$ cat src/fsc_pkg.sv
// fsc_pkg: constants and types for the fieldbus station configuration block
// assumes a single 100 MHz clock and an AHB-Lite register bus
// ==========================================================================
// Summary of operation
// - acts as remote device station, version 1.10
// - station count codes 0,1,2 mean 1,2,4
// - start station limited to 64/63/61, else rejected
// - occupies consecutive stations from start number
// - start station defaults to 01
// - rate codes 0..4 are 156k,625k,2.5M,5M,10M
// - rate defaults to 156 kbps
// - format 0 two's complement default, 1 sign-magnitude
// - sign-magnitude sets bit 31, magnitude below
// - accumulated value always two's complement
// - run, transmit, receive indicators follow link state
// - error lights on faults, blinks while editing
// - per station 32 points, 4 words each way
package fsc_pkg;
  // ========================================================================
  // register byte offsets
  localparam logic [7:0] FSC_CTRL_OFF    = 8'h00;
  localparam logic [7:0] FSC_STATUS_OFF  = 8'h04;
  localparam logic [7:0] FSC_IRQ_ST_OFF  = 8'h08;
  localparam logic [7:0] FSC_IRQ_CLR_OFF = 8'h0c;
  localparam logic [7:0] FSC_IRQ_EN_OFF  = 8'h10;
  localparam logic [7:0] FSC_VAL_IN_OFF  = 8'h14;
  localparam logic [7:0] FSC_VAL_OUT_OFF = 8'h18;
  localparam logic [7:0] FSC_ACC_LO_OFF  = 8'h1c;
  localparam logic [7:0] FSC_ACC_HI_OFF  = 8'h20;
  localparam logic [7:0] FSC_VER_OFF     = 8'h24;
  localparam logic [7:0] FSC_GEOM_OFF    = 8'h28;
  // ========================================================================
  // control field positions
  localparam int FSC_CNT_LSB  = 0;
  localparam int FSC_STN_LSB  = 8;
  localparam int FSC_RATE_LSB = 16;
  localparam int FSC_FMT_BIT  = 20;
  localparam int FSC_EDIT_BIT = 24;
  // ========================================================================
  // encodings and reset values
  localparam logic [1:0] FSC_CNT_ONE   = 2'h0;
  localparam logic [1:0] FSC_CNT_TWO   = 2'h1;
  localparam logic [1:0] FSC_CNT_FOUR  = 2'h2;
  localparam logic [6:0] FSC_MAX_ONE   = 7'd64;
  localparam logic [6:0] FSC_MAX_TWO   = 7'd63;
  localparam logic [6:0] FSC_MAX_FOUR  = 7'd61;
  localparam logic [6:0] FSC_STN_MIN   = 7'd1;
  localparam logic [2:0] FSC_RATE_156K = 3'h0;
  localparam logic [2:0] FSC_RATE_10M  = 3'h4;
  localparam logic       FSC_FMT_TWOS  = 1'b0;
  localparam logic       FSC_FMT_SMAG  = 1'b1;
  localparam logic [1:0] FSC_CNT_RST   = FSC_CNT_FOUR;
  localparam logic [6:0] FSC_STN_RST   = 7'd1;
  localparam logic [2:0] FSC_RATE_RST  = FSC_RATE_156K;
  localparam logic       FSC_FMT_RST   = FSC_FMT_TWOS;
  localparam logic [31:0] FSC_VERSION  = 32'h0000_0110;
  localparam logic [7:0] FSC_PTS_PER_STN  = 8'd32;
  localparam logic [4:0] FSC_WORDS_PER_STN = 5'd4;
  localparam logic [7:0] FSC_SYS_PTS     = 8'd16;
  // ========================================================================
  // interrupt bits
  localparam int FSC_EV_SET  = 0;
  localparam int FSC_EV_CRC  = 1;
  localparam int FSC_EV_TRBL = 2;
  localparam int FSC_EV_LOST = 3;
  localparam int FSC_NEV     = 4;
  // ========================================================================
  // timing
  localparam int FSC_CLK_HZ       = 100_000_000;
  localparam int FSC_BLINK_HALF_MS = 250;
  localparam int FSC_BLINK_CYC    = FSC_CLK_HZ / 1000 * FSC_BLINK_HALF_MS;
  localparam logic [1:0] FSC_HTRANS_NONSEQ = 2'h2;
endpackage

$ cat src/fsc_tick_if.sv
// fsc_tick_if: carries the blink enable pulse from the divider to the block
// assumes both ends sit on hclk
`timescale 1ns/100ps
interface fsc_tick_if;
  logic tick;
  modport src (output tick);
  modport dst (input  tick);
endinterface

$ cat src/fsc_station_cfg.sv
// fsc_station_cfg: station settings, number format, indicators, AHB-Lite regs
// assumes link-side inputs are synchronous to hclk; single bus master
//
// Local design decisions: the register offsets and the AHB-Lite interface to the registers.
`timescale 1ns/100ps
module fsc_station_cfg
  import fsc_pkg::*;
#(
  parameter int BLINK_CYC = FSC_BLINK_CYC
)(
  input  wire logic        hclk,
  input  wire logic        hresetn,
  input  wire logic        hsel,
  input  wire logic [31:0] haddr,
  input  wire logic [1:0]  htrans,
  input  wire logic        hwrite,
  input  wire logic [2:0]  hsize,
  input  wire logic        hready,
  input  wire logic [31:0] hwdata,
  output logic      [31:0] hrdata,
  output logic             hreadyout,
  output logic             hresp,
  input  wire logic        link_comm_ok,
  input  wire logic        link_tx_active,
  input  wire logic        link_rx_active,
  input  wire logic        link_crc_error,
  input  wire logic        link_trouble,
  input  wire logic [6:0]  link_station_addr,
  output logic             station_hit,
  output logic [6:0]       station_first,
  output logic [6:0]       station_last,
  output logic [2:0]       link_rate_setting,
  output logic [2:0]       occupied_stations,
  output logic [7:0]       remote_io_points,
  output logic [4:0]       remote_reg_words,
  output logic             run_indicator,
  output logic             transmit_indicator,
  output logic             receive_indicator,
  output logic             error_indicator,
  output logic             irq
);
  // ========================================================================
  // state
  typedef struct packed {
    logic [1:0]          cnt;
    logic [6:0]          stn;
    logic [2:0]          rate;
    logic                fmt;
    logic                edit;
    logic                set_err;
    logic [FSC_NEV-1:0]  irq_st;
    logic [FSC_NEV-1:0]  irq_en;
    logic [31:0]         val;
    logic [31:0]         acc_lo;
    logic [31:0]         acc_hi;
    logic [31:0]         rdata;
    logic [7:0]          waddr;
    logic                wpend;
    logic                run;
    logic                tx;
    logic                rx;
    logic                err;
    logic                blink;
  } fsc_state_t;

  fsc_state_t s_q;
  fsc_state_t s_d;
  fsc_tick_if tk ();

  fsc_ticker #(
    .PERIOD  (BLINK_CYC)
  ) u_ticker (
    .hclk    (hclk),
    .hresetn (hresetn),
    .tk      (tk)
  );

  // ========================================================================
  // helpers
  function automatic logic [2:0] stations_of(input logic [1:0] c);
    case (c)
      FSC_CNT_ONE: stations_of = 3'd1;
      FSC_CNT_TWO: stations_of = 3'd2;
      default:     stations_of = 3'd4;
    endcase
  endfunction

  function automatic logic [6:0] max_start(input logic [1:0] c);
    case (c)
      FSC_CNT_ONE: max_start = FSC_MAX_ONE;
      FSC_CNT_TWO: max_start = FSC_MAX_TWO;
      default:     max_start = FSC_MAX_FOUR;
    endcase
  endfunction

  // most negative value has no magnitude in 31 bits; it saturates
  function automatic logic [31:0] to_smag(input logic [31:0] v);
    logic [31:0] mag;
    mag = 32'h0 - v;
    if (!v[31])
      to_smag = v;
    else if (mag[31])
      to_smag = 32'hffff_ffff;
    else
      to_smag = {1'b1, mag[30:0]};
  endfunction

  logic [2:0]  nstn;
  logic [31:0] ctrl_rd;
  logic [31:0] stat_rd;
  logic [31:0] geom_rd;
  logic        addr_ok;
  logic [1:0]  w_cnt;
  logic [6:0]  w_stn;
  logic [2:0]  w_rate;
  logic        w_valid;
  logic [FSC_NEV-1:0] ev;

  assign nstn    = stations_of(s_q.cnt);
  assign addr_ok = hsel && hready && (htrans == FSC_HTRANS_NONSEQ);
  assign w_cnt   = hwdata[FSC_CNT_LSB +: 2];
  assign w_stn   = hwdata[FSC_STN_LSB +: 7];
  assign w_rate  = hwdata[FSC_RATE_LSB +: 3];
  assign w_valid = (w_cnt <= FSC_CNT_FOUR)
                && (w_stn >= FSC_STN_MIN) && (w_stn <= max_start(w_cnt))
                && (w_rate <= FSC_RATE_10M);

  // ========================================================================
  // next state
  always_comb
  begin
    s_d = s_q;
    ev  = '0;
    ctrl_rd = '0;
    stat_rd = '0;
    geom_rd = '0;
    // data phase of a write
    if (s_q.wpend)
    begin
      case (s_q.waddr)
        FSC_CTRL_OFF:
        begin
          s_d.edit = hwdata[FSC_EDIT_BIT];
          if (w_valid)
          begin
            s_d.cnt  = w_cnt;
            s_d.stn  = w_stn;
            s_d.rate = w_rate;
            s_d.fmt  = hwdata[FSC_FMT_BIT];
            s_d.set_err = 1'b0;
          end
          else
          begin
            s_d.set_err = 1'b1;
            ev[FSC_EV_SET] = 1'b1;
          end
        end
        FSC_IRQ_CLR_OFF: s_d.irq_st = s_q.irq_st & ~hwdata[FSC_NEV-1:0];
        FSC_IRQ_EN_OFF:  s_d.irq_en = hwdata[FSC_NEV-1:0];
        FSC_VAL_IN_OFF:  s_d.val    = hwdata;
        FSC_ACC_LO_OFF:  s_d.acc_lo = hwdata;
        FSC_ACC_HI_OFF:  s_d.acc_hi = hwdata;
        default: ;
      endcase
    end
    // link events; set wins over the clear above
    ev[FSC_EV_CRC]  = link_crc_error;
    ev[FSC_EV_TRBL] = link_trouble && !s_q.err;
    ev[FSC_EV_LOST] = s_q.run && !link_comm_ok;
    s_d.irq_st = s_d.irq_st | ev;
    // indicators
    s_d.run = link_comm_ok;
    s_d.tx  = link_tx_active;
    s_d.rx  = link_rx_active;
    if (tk.tick)
      s_d.blink = !s_q.blink;
    if (!s_d.edit)
      s_d.blink = 1'b0;
    s_d.err = s_d.edit ? s_d.blink
            : (s_d.set_err || s_d.irq_st[FSC_EV_CRC] || link_trouble);
    // address phase: capture, read data built from post-write state except the status run/tx/rx bits, station range and geom sizes
    s_d.wpend = addr_ok && hwrite;
    if (addr_ok)
      s_d.waddr = haddr[7:0];
    ctrl_rd[FSC_CNT_LSB +: 2]  = s_d.cnt;
    ctrl_rd[FSC_STN_LSB +: 7]  = s_d.stn;
    ctrl_rd[FSC_RATE_LSB +: 3] = s_d.rate;
    ctrl_rd[FSC_FMT_BIT]       = s_d.fmt;
    ctrl_rd[FSC_EDIT_BIT]      = s_d.edit;
    stat_rd[0] = s_d.set_err;
    stat_rd[1] = s_q.run;
    stat_rd[2] = s_q.tx;
    stat_rd[3] = s_q.rx;
    stat_rd[15:8]  = {1'b0, station_first};
    stat_rd[23:16] = {1'b0, station_last};
    geom_rd[7:0]   = remote_io_points;
    geom_rd[12:8]  = remote_reg_words;
    geom_rd[23:16] = FSC_SYS_PTS;
    if (addr_ok && !hwrite)
    begin
      case (haddr[7:0])
        FSC_CTRL_OFF:    s_d.rdata = ctrl_rd;
        FSC_STATUS_OFF:  s_d.rdata = stat_rd;
        FSC_IRQ_ST_OFF:  s_d.rdata = {28'h0, s_d.irq_st};
        FSC_IRQ_EN_OFF:  s_d.rdata = {28'h0, s_d.irq_en};
        FSC_VAL_IN_OFF:  s_d.rdata = s_d.val;
        FSC_VAL_OUT_OFF: s_d.rdata = s_d.fmt ? to_smag(s_d.val) : s_d.val;
        FSC_ACC_LO_OFF:  s_d.rdata = s_d.acc_lo;
        FSC_ACC_HI_OFF:  s_d.rdata = s_d.acc_hi;
        FSC_VER_OFF:     s_d.rdata = FSC_VERSION;
        FSC_GEOM_OFF:    s_d.rdata = geom_rd;
        default:         s_d.rdata = 32'h0;
      endcase
    end
  end

  always_ff @(posedge hclk or negedge hresetn)
  begin
    if (!hresetn)
    begin
      s_q      <= '0;
      s_q.cnt  <= FSC_CNT_RST;
      s_q.stn  <= FSC_STN_RST;
      s_q.rate <= FSC_RATE_RST;
      s_q.fmt  <= FSC_FMT_RST;
    end
    else
      s_q <= s_d;
  end

  // ========================================================================
  // outputs
  assign hrdata    = s_q.rdata;
  assign hreadyout = 1'b1;
  assign hresp     = 1'b0;

  // start plus count minus one never passes 64 once the start is checked
  assign station_first = s_q.stn;
  assign station_last  = 7'(s_q.stn + {4'h0, nstn} - 7'd1);
  // is kept by the master's configuration; no overlap check is made here
  assign station_hit = (link_station_addr >= station_first)
                    && (link_station_addr <= station_last);
  assign link_rate_setting = s_q.rate;
  assign occupied_stations = nstn;
  assign remote_io_points  = 8'(FSC_PTS_PER_STN * nstn);
  assign remote_reg_words  = 5'(FSC_WORDS_PER_STN * nstn);

  assign run_indicator      = s_q.run;
  assign transmit_indicator = s_q.tx;
  assign receive_indicator  = s_q.rx;
  assign error_indicator    = s_q.err;
  assign irq                = |(s_q.irq_st & s_q.irq_en);
endmodule

$ cat src/fsc_ticker.sv
// fsc_ticker: free-running divider giving a one-cycle enable every PERIOD cycles
// assumes hclk and asynchronous active-low reset
`timescale 1ns/100ps
module fsc_ticker
  import fsc_pkg::*;
#(
  parameter int PERIOD = FSC_BLINK_CYC
)(
  input  wire logic hclk,
  input  wire logic hresetn,
  fsc_tick_if.src   tk
);
  typedef struct packed {
    logic [31:0] cnt;
    logic        tick;
  } fsc_tick_st_t;

  fsc_tick_st_t s_q;
  fsc_tick_st_t s_d;

  always_comb
  begin
    s_d = s_q;
    s_d.tick = 1'b0;
    if (s_q.cnt >= 32'(PERIOD - 1))
    begin
      s_d.cnt  = 32'h0;
      s_d.tick = 1'b1;
    end
    else
      s_d.cnt = s_q.cnt + 32'h1;
  end

  always_ff @(posedge hclk or negedge hresetn)
  begin
    if (!hresetn)
      s_q <= '0;
    else
      s_q <= s_d;
  end

  assign tk.tick = s_q.tick;
endmodule
$ cat config.mk
export PLATFORM = sky130hd
export DESIGN_NAME = fsc_station_cfg
export DESIGN_NICKNAME = d
export VERILOG_FILES = /design/src/fsc_pkg.sv /design/src/fsc_tick_if.sv /design/src/fsc_station_cfg.sv /design/src/fsc_ticker.sv
export SDC_FILE = /design/constraint.sdc
export NUM_CORES = 1
export LEC_CHECK = 0
export BUFFER_PORTS_ARGS = -buffer_cell sky130_fd_sc_hd__clkbuf_2
export CORE_UTILIZATION = 42
export DETAILED_ROUTE_END_ITERATION = 7
export SYNTH_ARGS = -nofsm -noshare
export SYNTH_HDL_FRONTEND = slang
export SYNTH_SLANG_ARGS = --single-unit
$ cat constraint.sdc
create_clock -name hclk -period 7.2 [get_ports hclk]
set_input_delay 0.36 -clock hclk [delete_from_list [all_inputs] [get_ports hclk]]
set_output_delay 0.36 -clock hclk [all_outputs]
set_load 0.1 [all_outputs]
==> impl_metrics.py <==
metrics = {
    "floorplan": {
        "die_area_mm2": 0.0274,
        "floorplan.rows": 59,
        "number_of_top_level_pins": 159,
        "chipHeight_um": 166,
        "fp.coreArea_mm2": 0.0261,
        "starting_density_of_the_core_pct": 43.0,
        "die_width_um": 166,
    },
    "timing": {
        "max_freq_mhz": 221,
        "final.period_utilization_pct": 62.8,
        "max_slew_margin_pct": 24.6,
        "setup-tns-final_ns": 0,
        "layout_min_cycle_time_ns": 4.52,
        "timing_hold_violations_final": 0,
        "postLayoutSetupSlackWorst_ns": 2.68,
        "worst_hold_margin_ns": 0.0144,
        "rsz0062_at_grt": "no",
        "timing_max_transition_violations_final": 0,
        "worst_slew_pin_slew_ns": 1.12,
        "finalSetupViolCount": 0,
        "timing.clock.skew_ns": 0.0239,
    },
    "global_routing": {
        "grt_pass1_wl_um": 50200,
        "grt_pass1_vias": 8657,
        "grt_overflow": 0,
        "globalRouteTotalUtil_pct": 24.6,
        "grt_antenna_before_repair": 0,
        "grt_start_max_net_pins": 122,
    },
    "clocking": {
        "tritoncts": "done",
        "cts_num_sinks": 198,
        "cts_buffer_depth": 2,
        "post_cts_sizing_count": 0,
        "worst_setup_hold_path_clk_slew_ns": 0.07,
        "cts_setup_buffers": 0,
        "clk_latency_ns": 0.45,
        "cts-hold-fix-buffers": 1,
        "tritoncts.num_buffers": 17,
        "clk_root_buffer_cell": "sky130_fd_sc_hd__clkbuf_16",
        "cts_max_level": 4,
    },
    "cells_and_area": {
        "final_util_pct": 47.3,
        "area.growth.synth_to_final_pct": 10.0,
        "antenna_cells": 0,
        "leading_cell_type_in_the_layout_fill_and_taps_excluded": "sky130_fd_sc_hd__dfrtp_1",
        "final_cell_mix": "sky130_fd_sc_hd__dfrtp_1 (196), sky130_fd_sc_hd__nand2_1 (132), sky130_fd_sc_hd__clkbuf_2 (121)",
        "layout.cell_area.non_filler_mm2": 0.0124,
        "post_route_cells_drive_above_1_share_pct": 23.2,
        "design.final.nets": 1306,
    },
    "place": {
        "preCtsSetupSlack_ns": 3.09,
        "port_buffers": 122,
        "placed_cell_area_mm2": 0.0118,
        "routabilityCongestion": 0.880,
        "dp_hpwl_um": 22600,
    },
    "status": {
        "outcome": "finished with violations",
        "violations_in_the_final_reports": "design-rule violations",
    },
    "drt": {
        "wl_met1_um": 14600,
        "wire_per_inst_um": 21.2,
        "wl_met3_um": 2750,
        "remaining_drc_errors": 16,
        "detail_route.iter0.violations": 840,
        "first_pass_iters": 8,
        "detail_route.vias_per_cell": 5.80,
        "highest_layer": "met5",
        "final_antenna_net_count": 0,
        "drt_wl_total_um": 32700,
        "routed-wl-met2_um": 14700,
        "route.vias.total": 8934,
    },
    "critical_path": {
        "maximum_fanout_encountered_on_the_critical_timing_path": 8,
        "startpoint_type": "flop",
        "ff2ff_path_depth": 8,
        "end_kind": "primary output",
        "timing_worst_setup_path_type": "flop to primary output",
        "data_required_critical_path_ns": 6.84,
        "r2r-end": "hrdata[8]",
        "r2r_slack_ns": 2.92,
        "worst_r2r_startpoint": "s_q[10]",
        "worst-endpoint-arrival_ns": 4.16,
    },
    "hold_path": {
        "timing.hold.worst.start": "link_tx_active",
        "hold_path_end": "transmit_indicator",
        "worstHoldPathCells": 1,
        "worstHoldPathType": "input pin to flop",
    },
    "yosys": {
        "yosys_most_used_dff": "sky130_fd_sc_hd__dfrtp_1",
        "synth.avg_cell_area_um2": 9.91,
        "synth.lib_cells_used.distinct": 83,
        "ys_seq_elements": 198,
        "async_flop_share_pct": 100,
        "synth_sequential_area_ratio_pct": 44.1,
        "synthesis.yosys.warnings": 0,
        "synth_edf_count": 0,
        "post_synthesis_instance_area_mm2": 0.0112,
        "postSynthCellCount": 1134,
    },
    "pwr": {
        "pwr_density_cell_mw_per_mm2": 213,
        "p_leak_nw": 5.48,
        "vdd_drop_max_v": 0.000134,
    },
    "run": {
        "cap_violations": 0,
    },
}
==> layout make-up <==
cell class | instances | area [um^2]
Timing Repair Buffer | 136 | 727
Inverter | 50 | 188
Multi-Input combinational cell | 789 | 5480
Tap cell | 335 | 419
Fill cell | 2479 | 13800
Clock inverter | 14 | 154
Clock buffer | 18 | 439
Sequential cell | 198 | 4960
==> metal layers <==
layer	up-vias	track usage, %
met4	4	6.07
met3	35	5.34
li1	4149	-
met5	-	3.41
met2	394	37.9
met1	4352	34.6
==> registers in the layout (all words and copies together), names as in the netlist <==
signal              cells
s_q                   119
error_indicator         1
u_ticker.tk.tick        1
link_rate_setting       3
transmit_indicator      1
station_first           7
u_ticker.s_q           32
receive_indicator       1
run_indicator           1
hrdata                 32
==> cells by family after synthesis <==
kind of cell | share of synthesized area (%)
AND/OR/NAND/NOR | 17.2
AO/OA/AOI/OAI | 13.3
flip-flops | 44.1
buffers and inverters | 7.80
multiplexers | 11.3
XOR/XNOR | 3.04
adder cells (fa/ha/maj) | 3.18
other | 0.0668
==> power by group <==
| part | internal (W) | switching [W] |
|---|---|---|
| Clock | 0.000475 | 0.000488 |
| Sequential | 0.00116 | 0.0000360 |
| Combinational | 0.000112 | 0.000363 |
| Total | 0.00175 | 0.000887 |
==> stage by stage <==
step,total power (W),instances
after floorplan,0.00157,1148
after global placement,0.00169,1507
after detailed placement,0.00169,1507
after CTS,0.00265,1540
after global routing,0.00274,1540
final,0.00263,1540
==> worst max-delay path, stage by stage (launching register included) <==
cell and delay [ns]:
sky130_fd_sc_hd__dfstp_2 0.64, sky130_fd_sc_hd__nor2_1 0.14, sky130_fd_sc_hd__inv_1 0.07, sky130_fd_sc_hd__ha_1 0.13, sky130_fd_sc_hd__inv_1 0.04, sky130_fd_sc_hd__ha_1 0.20, sky130_fd_sc_hd__fa_1 0.41, sky130_fd_sc_hd__xor2_1 0.50
sky130_fd_sc_hd__inv_1 0.09, sky130_fd_sc_hd__ha_1 0.31, sky130_fd_sc_hd__o21a_1 0.11, sky130_fd_sc_hd__o21a_1 0.15, sky130_fd_sc_hd__o21ai_0 0.14, sky130_fd_sc_hd__nand2b_1 0.08, sky130_fd_sc_hd__a21oi_1 0.14, sky130_fd_sc_hd__o22a_1 0.13
sky130_fd_sc_hd__clkbuf_2 0.44
==> Yosys cell counts (all sizes together), types with 7 or more instances <==
master  number  area share [%]
a21o        10            0.67
a21oi       32             1.4
a222oi      11            0.98
a22oi       17             1.1
a31oi        7            0.39
and3        14            0.78
buf         83             5.2
clkbuf      28            0.95
dfrtp      196              44
ha          27             3.0
inv         50             1.7
mux2        90             9.1
mux2i       24             2.2
nand2      132             4.4
nand2b       9            0.50
nand3       46             2.0
nand4       14            0.78
nor2        75             2.5
nor3        31             1.4
nor4        19             1.1
o211ai      20             1.4
o21ai       32             1.4
or3         11            0.61
xnor2       19             1.5
xor2        20             1.6
==> how the worst max path moves through the flow <==
stage	start	end	cells after the start
2_1_floorplan	s_q[164]	station_hit	15
3_3_place_gp	s_q[10]	hrdata[5]	8
3_5_place_dp	s_q[10]	hrdata[30]	9
4_1_cts	s_q[164]	station_hit	16
5_1_grt	s_q[164]	station_hit	16
6_report	s_q[164]	station_hit	16
Power figures use the tool's default switching activity.
